$ cat config.mk
export PLATFORM = sky130hd
export DESIGN_NAME = amc_control
export DESIGN_NICKNAME = d
export VERILOG_FILES = /design/src/hw/amc_pkg.sv /design/src/hw/amc_settle_timer.sv /design/src/hw/amc_control.sv
export VERILOG_INCLUDE_DIRS = /design/src /design/src/hw
export SDC_FILE = /design/constraint.sdc
export NUM_CORES = 1
export LEC_CHECK = 0
export CAP_MARGIN = 20
export CORE_UTILIZATION = 49
export CTS_CLUSTER_DIAMETER = 50
export DETAILED_ROUTE_END_ITERATION = 10
export DONT_BUFFER_PORTS = 1
export SYNTH_ARGS = -nofsm -noshare
export SYNTH_HDL_FRONTEND = slang
export SYNTH_SLANG_ARGS = --single-unit
$ cat constraint.sdc
create_clock -name i_clock -period 2 [get_ports i_clock]
set_input_delay 0.2 -clock i_clock [delete_from_list [all_inputs] [get_ports i_clock]]
set_output_delay 0.2 -clock i_clock [all_outputs]
set_load 0.02 [all_outputs]
$ cat src/hw/amc_regs.svh
/*
  Register offsets, field positions and timing constants of the multiplexed
  converter control block. Assumes byte offsets on the module I/O space.
*/
`ifndef AMC_REGS_SVH
`define AMC_REGS_SVH

// Register byte offsets in module I/O space
`define AMC_OFS_SETUP      8'h00
`define AMC_OFS_RESULT     8'h02
`define AMC_OFS_FLAGS      8'h05
`define AMC_OFS_TRIGGER    8'h07
`define AMC_OFS_VECTOR     8'h09
`define AMC_OFS_IDUNLOCK   8'h0b

// Setup register fields
`define AMC_BIT_IRQ_GATE   9
`define AMC_BIT_DELAY_SEL  8
`define AMC_BIT_AUTO_SEL   7
`define AMC_BIT_DIFF_SEL   4
`define AMC_GAIN_HI        6
`define AMC_GAIN_LO        5
`define AMC_SEL_HI         3
`define AMC_SEL_LO         0
`define AMC_SETUP_KEEP     16'h03ff

// Flags register fields
`define AMC_BIT_CONV_BUSY  1
`define AMC_BIT_SETL_BUSY  0

// Vector register fields; bit 0 carries the request source
`define AMC_VEC_HI         7
`define AMC_VEC_LO         1

// Reset values
`define AMC_RST_16         16'h0000
`define AMC_RST_8          8'h00

// Settling time and clock period in ns
`define AMC_SETTLE_NS      10000
`define AMC_CLK_PERIOD_NS  25
`define AMC_SETTLE_CYCLES  ((`AMC_SETTLE_NS + `AMC_CLK_PERIOD_NS - 1) / `AMC_CLK_PERIOD_NS)

`endif

$ cat src/hw/amc_pkg.sv
/*
  Types of the multiplexed converter control block.
  Assumes the constants header is included by users that need numbers.
*/
package amc_pkg;

  // Conversion sequencer states, one-hot
  typedef enum logic [3:0]
  {
    AMC_IDLE   = 4'b0001,
    AMC_SETTLE = 4'b0010,
    AMC_LAUNCH = 4'b0100,
    AMC_CONV   = 4'b1000
  } amc_state_t;

endpackage : amc_pkg

$ cat src/hw/amc_settle_timer.sv
/*
  Settling interval timer: restarts on every setup write, reports busy.
  Assumes a synchronous active-high reset and one clock domain.
*/
`timescale 1ns/1ps
`include "amc_regs.svh"

module amc_settle_timer #(
  parameter int CYCLES = `AMC_SETTLE_CYCLES
) (
  input  wire logic i_clock,   // Module bus clock
  input  wire logic i_srst,    // Synchronous reset
  input  wire logic i_restart, // Setup register written
  output logic      o_busy     // Settling in progress
);

  localparam int CW = $clog2(CYCLES + 1);

  logic [CW-1:0] count_reg;

  ////////////////////////////////////////////////////////////////////
  // Counter reloads on each restart, so back-to-back writes extend it
  always_ff @(posedge i_clock)
  begin
    if (i_srst)
    begin
      count_reg <= '0;
      o_busy    <= 1'b0;
    end
    else if (i_restart)
    begin
      count_reg <= CW'(CYCLES - 1);
      o_busy    <= 1'b1;
    end
    else if (o_busy)
    begin
      if (count_reg == '0)
        o_busy <= 1'b0;
      else
        count_reg <= count_reg - CW'(1);
    end
  end

endmodule : amc_settle_timer

$ cat src/hw/amc_control.sv
/*
  Host-visible control logic of a 16-input multiplexed converter module:
  setup, result, flags, trigger and vector registers, settling timer,
  conversion sequencer and two interrupt requests with acknowledge.
  Assumes a byte-wide I/O space with one-cycle read/write strobes on the
  module clock, an external converter with start/done handshake on the
  same clock, and a host that keeps its own ordering duties.
*/
`timescale 1ns/1ps
`include "amc_regs.svh"

module amc_control #(
  parameter int SETTLE_CYCLES = `AMC_SETTLE_CYCLES
) (
  input  wire logic        i_clock,      // Module bus clock, 40 MHz
  input  wire logic        i_srst,       // Bus reset, synchronous
  input  wire logic [7:0]  i_addr,       // I/O space byte address
  input  wire logic        i_wr,         // Write strobe, one cycle
  input  wire logic        i_rd,         // Read strobe, one cycle
  input  wire logic [15:0] i_wdata,      // Write data
  output logic      [15:0] o_rdata,      // Read data, registered
  input  wire logic        i_ack,        // Interrupt acknowledge strobe
  input  wire logic        i_ack_level,  // Level acknowledged: 1 = request 1
  output logic      [7:0]  o_vector,     // Vector answer, registered
  output logic             o_irq0,       // Conversion done request, high
  output logic             o_irq1,       // Settling done request, high
  output logic             o_conv_start, // Launch pulse to converter
  input  wire logic        i_conv_done,  // Converter sample complete pulse
  input  wire logic [15:0] i_conv_data,  // Converter sample data
  output logic      [1:0]  o_gain,       // Amplifier gain code
  output logic             o_diff,       // Differential input mode
  output logic      [3:0]  o_input_sel   // Multiplexer input select
);

  logic [15:0]         adc_setup_reg;
  logic [15:0]         conversion_result_reg;
  logic [15:0]         prev_sample_reg;
  logic [7:0]          irq_vector_base_reg;
  logic                conv_busy_reg;
  logic                settle_busy;
  logic                settle_busy_d_reg;
  logic                conv_busy_d_reg;
  logic                pend0_reg;
  logic                pend1_reg;
  amc_pkg::amc_state_t state_reg;

  logic wr_setup;
  logic wr_trigger;
  logic wr_vector;
  logic irq_gate;
  logic auto_settle_select;
  logic result_delay_select;
  logic settle_fall;
  logic conv_fall;
  logic start_auto;
  logic start_normal;
  logic wr_result;
  logic [7:0] flags_image;

  ////////////////////////////////////////////////////////////////////
  // Address decode, used for both reads and writes
  function automatic logic hit(input logic [7:0] a, input logic [7:0] ofs);
    hit = (a == ofs);
  endfunction : hit

  // Write strobes per register; unlock writes are swallowed
  assign wr_setup   = i_wr && hit(i_addr, `AMC_OFS_SETUP);
  assign wr_trigger = i_wr && hit(i_addr, `AMC_OFS_TRIGGER);
  assign wr_vector  = i_wr && hit(i_addr, `AMC_OFS_VECTOR);
  assign wr_result  = i_wr && hit(i_addr, `AMC_OFS_RESULT);

  // Conversion requests, shared by sequencer and busy flag so the two
  // can never disagree on whether a write started something
  assign start_auto   = wr_setup && i_wdata[`AMC_BIT_AUTO_SEL];
  assign start_normal = wr_trigger && !auto_settle_select;

  // Setup field views
  assign irq_gate            = adc_setup_reg[`AMC_BIT_IRQ_GATE];
  assign result_delay_select = adc_setup_reg[`AMC_BIT_DELAY_SEL];
  assign auto_settle_select  = adc_setup_reg[`AMC_BIT_AUTO_SEL];

  ////////////////////////////////////////////////////////////////////
  // Setup register; upper bits are never stored
  always_ff @(posedge i_clock)
  begin
    if (i_srst)
      adc_setup_reg <= `AMC_RST_16;
    else if (wr_setup)
      adc_setup_reg <= i_wdata & `AMC_SETUP_KEEP;
  end

  // Front-end controls follow the stored setup
  assign o_gain      = adc_setup_reg[`AMC_GAIN_HI:`AMC_GAIN_LO];
  assign o_diff      = adc_setup_reg[`AMC_BIT_DIFF_SEL];
  // Differential mode only has eight pairs, so the top select bit is masked
  assign o_input_sel = {adc_setup_reg[`AMC_SEL_HI] & ~o_diff,
                        adc_setup_reg[`AMC_SEL_HI-1:`AMC_SEL_LO]};

  ////////////////////////////////////////////////////////////////////
  // Vector base; bit 0 is never stored so reads show zero there
  always_ff @(posedge i_clock)
  begin
    if (i_srst)
      irq_vector_base_reg <= `AMC_RST_8;
    else if (wr_vector)
      irq_vector_base_reg <= {i_wdata[`AMC_VEC_HI:`AMC_VEC_LO], 1'b0};
  end

  ////////////////////////////////////////////////////////////////////
  // Settling timer, same interval whatever the gain
  amc_settle_timer #(
    .CYCLES    (SETTLE_CYCLES)
  ) u_settle (
    .i_clock   (i_clock),
    .i_srst    (i_srst),
    .i_restart (wr_setup),
    .o_busy    (settle_busy)
  );

  ////////////////////////////////////////////////////////////////////
  // Conversion sequencer
  always_ff @(posedge i_clock)
  begin
    if (i_srst)
      state_reg <= amc_pkg::AMC_IDLE;
    else
    begin
      case (state_reg)
        amc_pkg::AMC_IDLE:
        begin
          if (start_auto)
            state_reg <= amc_pkg::AMC_SETTLE;
          else if (start_normal)
            state_reg <= amc_pkg::AMC_LAUNCH;
        end
        amc_pkg::AMC_SETTLE:
        begin
          // Launch waits until the settling counter has expired
          if (!settle_busy && !wr_setup)
            state_reg <= amc_pkg::AMC_LAUNCH;
        end
        amc_pkg::AMC_LAUNCH:
          state_reg <= amc_pkg::AMC_CONV;
        amc_pkg::AMC_CONV:
        begin
          if (i_conv_done)
            state_reg <= amc_pkg::AMC_IDLE;
        end
        default:
          state_reg <= amc_pkg::AMC_IDLE;
      endcase
    end
  end

  // Launch pulse comes out of the launch state
  assign o_conv_start = (state_reg == amc_pkg::AMC_LAUNCH);

  ////////////////////////////////////////////////////////////////////
  // Converter busy: covers settling in auto mode, ignores busy triggers
  always_ff @(posedge i_clock)
  begin
    if (i_srst)
      conv_busy_reg <= 1'b0;
    else if (state_reg == amc_pkg::AMC_IDLE)
    begin
      if (start_auto)
        conv_busy_reg <= 1'b1;
      else if (start_normal)
        conv_busy_reg <= 1'b1;
    end
    else if (state_reg == amc_pkg::AMC_CONV && i_conv_done)
      conv_busy_reg <= 1'b0;
  end

  ////////////////////////////////////////////////////////////////////
  // Result register; pipeline mode shows the sample before this one
  always_ff @(posedge i_clock)
  begin
    if (i_srst)
    begin
      conversion_result_reg <= `AMC_RST_16;
      prev_sample_reg       <= `AMC_RST_16;
    end
    else if (state_reg == amc_pkg::AMC_CONV && i_conv_done)
    begin
      prev_sample_reg <= i_conv_data;
      if (result_delay_select)
        conversion_result_reg <= prev_sample_reg;
      else
        conversion_result_reg <= i_conv_data;
    end
    else if (wr_result)
      conversion_result_reg <= i_wdata;
  end

  ////////////////////////////////////////////////////////////////////
  // Edge detection of both busy flags
  always_ff @(posedge i_clock)
  begin
    if (i_srst)
    begin
      settle_busy_d_reg <= 1'b0;
      conv_busy_d_reg   <= 1'b0;
    end
    else
    begin
      settle_busy_d_reg <= settle_busy;
      conv_busy_d_reg   <= conv_busy_reg;
    end
  end

  assign settle_fall = settle_busy_d_reg && !settle_busy;
  assign conv_fall   = conv_busy_d_reg && !conv_busy_reg;

  ////////////////////////////////////////////////////////////////////
  // Set wins over clear, so an edge in the acknowledge cycle is never lost
  function automatic logic next_pending(input logic pend, input logic raise, input logic drop);
    if (raise)
      next_pending = 1'b1;
    else if (drop)
      next_pending = 1'b0;
    else
      next_pending = pend;
  endfunction : next_pending

  // Pending requests; a new edge in the acknowledge cycle wins
  always_ff @(posedge i_clock)
  begin
    if (i_srst)
    begin
      pend0_reg <= 1'b0;
      pend1_reg <= 1'b0;
    end
    else
    begin
      pend0_reg <= next_pending(pend0_reg, conv_fall && irq_gate, i_ack && !i_ack_level);
      pend1_reg <= next_pending(pend1_reg, settle_fall && irq_gate && !auto_settle_select,
                                i_ack && i_ack_level);
    end
  end

  // Gate withdraws requests immediately when cleared
  assign o_irq0 = pend0_reg && irq_gate;
  assign o_irq1 = pend1_reg && irq_gate;

  ////////////////////////////////////////////////////////////////////
  // Acknowledge answer: base with source bit appended
  always_ff @(posedge i_clock)
  begin
    if (i_srst)
      o_vector <= `AMC_RST_8;
    else if (i_ack)
      o_vector <= {irq_vector_base_reg[`AMC_VEC_HI:`AMC_VEC_LO], i_ack_level};
  end

  ////////////////////////////////////////////////////////////////////
  // Flags image; undefined bits read zero rather than floating
  always_comb
  begin
    flags_image                     = `AMC_RST_8;
    flags_image[`AMC_BIT_CONV_BUSY] = conv_busy_reg;
    flags_image[`AMC_BIT_SETL_BUSY] = settle_busy;
  end

  ////////////////////////////////////////////////////////////////////
  // Read data; unmapped and write-only addresses read zero
  always_ff @(posedge i_clock)
  begin
    if (i_srst)
      o_rdata <= `AMC_RST_16;
    else if (i_rd)
    begin
      if (hit(i_addr, `AMC_OFS_SETUP))
        o_rdata <= adc_setup_reg;
      else if (hit(i_addr, `AMC_OFS_RESULT))
        o_rdata <= conversion_result_reg;
      else if (hit(i_addr, `AMC_OFS_FLAGS))
        o_rdata <= {`AMC_RST_8, flags_image};
      else if (hit(i_addr, `AMC_OFS_VECTOR))
        o_rdata <= {`AMC_RST_8, irq_vector_base_reg};
      else
        o_rdata <= `AMC_RST_16;
    end
  end

endmodule : amc_control

==> impl_metrics.csv <==
group,metric,value,unit
timing,relSlewSlack,0.613,
grt,grt_pass1_vias,3333,
synth,synth_edf_count,0,
detailed_routing,initialDrtViolationCount,195,
synth,synth_top_area_share,0.432,
die,die_x,95.3,um
synth,synth_cell_types,57,
detailed_routing,drc,0,
place,hpwlAfterDp,7.19,mm
detailed_routing,via_count,3621,
grt,track_usage,0.255,
die,start_util,0.512,
setup_path,required,2.29,ns
timing,timing_hold_violations_final,0,
detailed_routing,viasPerCell,5.84,
run,cap_violations,0,
detailed_routing,wl_met3,773,um
place,gp_congestion,0.772,
synth,synth-async-reset-ratio,0,
die,io_pins,81,
grt,grt-ovfl-total,0,
place,placement.io_buffers,0,
timing,fin_worst_hold_slack,0.0210,ns
setup_path,cp_max_fo,5,
die,dieArea,9090,um^2
cts,htree_levels,3,
timing,tightestPinTransition,0.579,ns
timing,finalSetupViolCount,0,
cts,clk_path_buf_depth,2,
power_and_ir_drop,power.density,660,nW/um^2
synth,synth_largest_area_cell,"dfxtp_1",
cts,cts_buffers,9,
timing,finClkSkew,0.0136,ns
cts,clock-sinks,92,
synth,yosys_warnings,0,
timing,period_minus_slack,1.87,ns
setup_path,slowest_stage,"or4b_4",
timing,max_freq,536,MHz
final_layout,drive_gt1_frac,0.113,
timing,period_share,0.934,
cts,cts_root_buffer,"clkbuf_8",
run_status,outcome,"complete, no violations",
synth,yosysSeqAreaShare,0.432,
detailed_routing,met2_length,5.05,mm
cts,post_cts_resized,0,
grt,grt_pass1_wl,17.4,mm
detailed_routing,highest_layer,"met4",
setup_path,crit_path_start_kind,"register",
synth,synth_seq_cells,92,
detailed_routing,final_antenna_net_count,0,
setup_path,crit_type,"reg -> reg",
synth,ys_top_cells_by_count,"92 x dfxtp_1, 67 x nand2_1, 46 x a21oi_1",
die,core_area,8340,um^2
synth,syn_area,4270,um^2
power_and_ir_drop,peakVddDrop,0.312,mV
cts,clk_latency,0.37,ns
timing,setup_ws,0.133,ns
die,die_y,95.3,um
detailed_routing,met1_length,5.10,mm
setup_path,worstSetupEndpointType,"register",
grt,grt_max_degree,80,
synth,synth_nets,545,
setup_path,cpPeakStageDelay,0.50,ns
synth,syn_inst,496,
final_layout,final_nets,558,
setup_path,cp.arrival,2.16,ns
detailed_routing,first_pass_iters,5,
place,post-place-ws,0.174,ns
synth,synthFlopType,"dfxtp_1",
timing,slew_violations,0,
power_and_ir_drop,leakagePower,1.68,nW
die,row_count,33,
final_layout,area_delta_synth_final,12.7,%
cts,clkTransAtPathRegs,0.08,ns
cts,tritoncts,"yes",
synth,synth.most_common_cell,"dfxtp_1",
synth,synth_area_leaders,"dfxtp_1 43%, nand2_1 5.9%, a21oi_1 5.4%",
setup_path,path_cells,"inv_1 -> ha_1 -> or4b_4 -> o21ai_4 -> mux2_2 -> a21oi_1",
synth,syn_avg_cell_area,8.60,um^2
detailed_routing,routedWlPerCell,18.0,um
timing,rsz0062_at_grt,"no",
timing,setup-tns-final,0,ns
grt,antenna_found_initial,1,
worst_hold_path,hp-class,"in -> reg",
detailed_routing,routed_wirelength,11.1,mm
-- power by group --
| part | internal, mW | switching [mW] | leakage (nW) | total [mW] |
|---|---|---|---|---|
| sequential | 1.84 | 0.00678 | 0.741 | 1.84 |
| combinational | 0.0918 | 0.0986 | 0.851 | 0.190 |
| clock | 0.483 | 0.658 | 0.0920 | 1.14 |
-- per-stage QoR --
step / util / total power, mW / cell area (um^2) / instances
4_1_cts: 0.576 / 3.21 / 4810 / 619
3_5_place_dp: 0.514 / 1.99 / 4290 / 571
3_3_place_gp: 0.514 / 1.99 / 4290 / 571
5_1_grt: 0.577 / 3.29 / 4810 / 620
6_report: 0.577 / 3.18 / 4810 / 620
2_1_floorplan: - / 2.00 / 4270 / 496
-- cell families (layout without fill, tap and decap cells) --
group,after synthesis,count (layout),synth area share
AOI/OAI and AO/OA,102,102,0.164
xor gates and xnor gates,5,5,0.0103
adders and majority gates,2,2,0.00586
buffers and inverters,49,67,0.0616
DFF,92,92,0.432
muxes,18,18,0.0431
other,0,1,0
and+or+nand+nor,228,228,0.283
-- final timing paths --
| kind | start | end | slack (ns) | cells past startpoint |
|---|---|---|---|---|
| min | i_ack | o_vector[0]$_SDFFE_PP0P_ | 0.02 | 3 |
| max | u_settle.count_reg[0]$_SDFFE_PP0P_ | u_settle.count_reg[1]$_SDFFE_PP0P_ | 0.13 | 6 |
| min reg2reg | prev_sample_reg[0]$_SDFFE_PP0P_ | prev_sample_reg[0]$_SDFFE_PP0P_ | 0.46 | 2 |
| max reg2reg | u_settle.count_reg[0]$_SDFFE_PP0P_ | u_settle.count_reg[1]$_SDFFE_PP0P_ | 0.13 | 6 |
-- routing by layer --
metal,GRT usage,vias up
met5,0,-
met4,0.0997,0
li1,-,1777
met2,0.400,113
met3,0.0670,23
met1,0.334,1708
-- area by class of cell --
type | instances | area (um^2)
clock inverter | 6 | 40.0
inverter | 6 | 22.5
clock buffer | 10 | 138
sequential | 92 | 1840
antenna | 1 | 2.50
fill | 800 | 3530
timing repair buffer | 45 | 460
multi-input combinational | 355 | 2170
tap | 105 | 131
-- critical path: cells and delay by family (launching register included) --
family | cells | cell delay [ns]
and+or+nand+nor | 1 | 0.50
DFF | 1 | 0.35
muxes | 1 | 0.34
AOI/OAI and AO/OA | 2 | 0.28
adders and majority gates | 1 | 0.20
buffers and inverters | 1 | 0.13
-- layout by cell type (no fill, tap or decap), types with 3 or more instances in the layout --
cell type and instances:
dfxtp_1 92, nand2_1 67, a21oi_1 46, nor2_1 36, nor3_1 35, dlygate4sd3_1 31, nor2b_1 25, nor4_1 19
mux2i_1 15, a211oi_2 13, o21ai_0 12, buf_4 11, clkbuf_8 10, o31ai_1 8, inv_1 6, a21boi_0 6
nor4b_1 5, nand4_1 5, nand3_1 4, nand2b_1 4, a211oi_1 4, xnor2_1 4, and3_1 3, and4_1 3
mux2_2 3, or3_1 3, clkinv_2 3
-- repair_timing --
item                                   4_1_cts  5_1_grt
hold buffers                                32        0
buffers inserted                             0        0
endpoints found under the hold margin       80        0
Note: power is estimated with default switching activity, not from simulation.
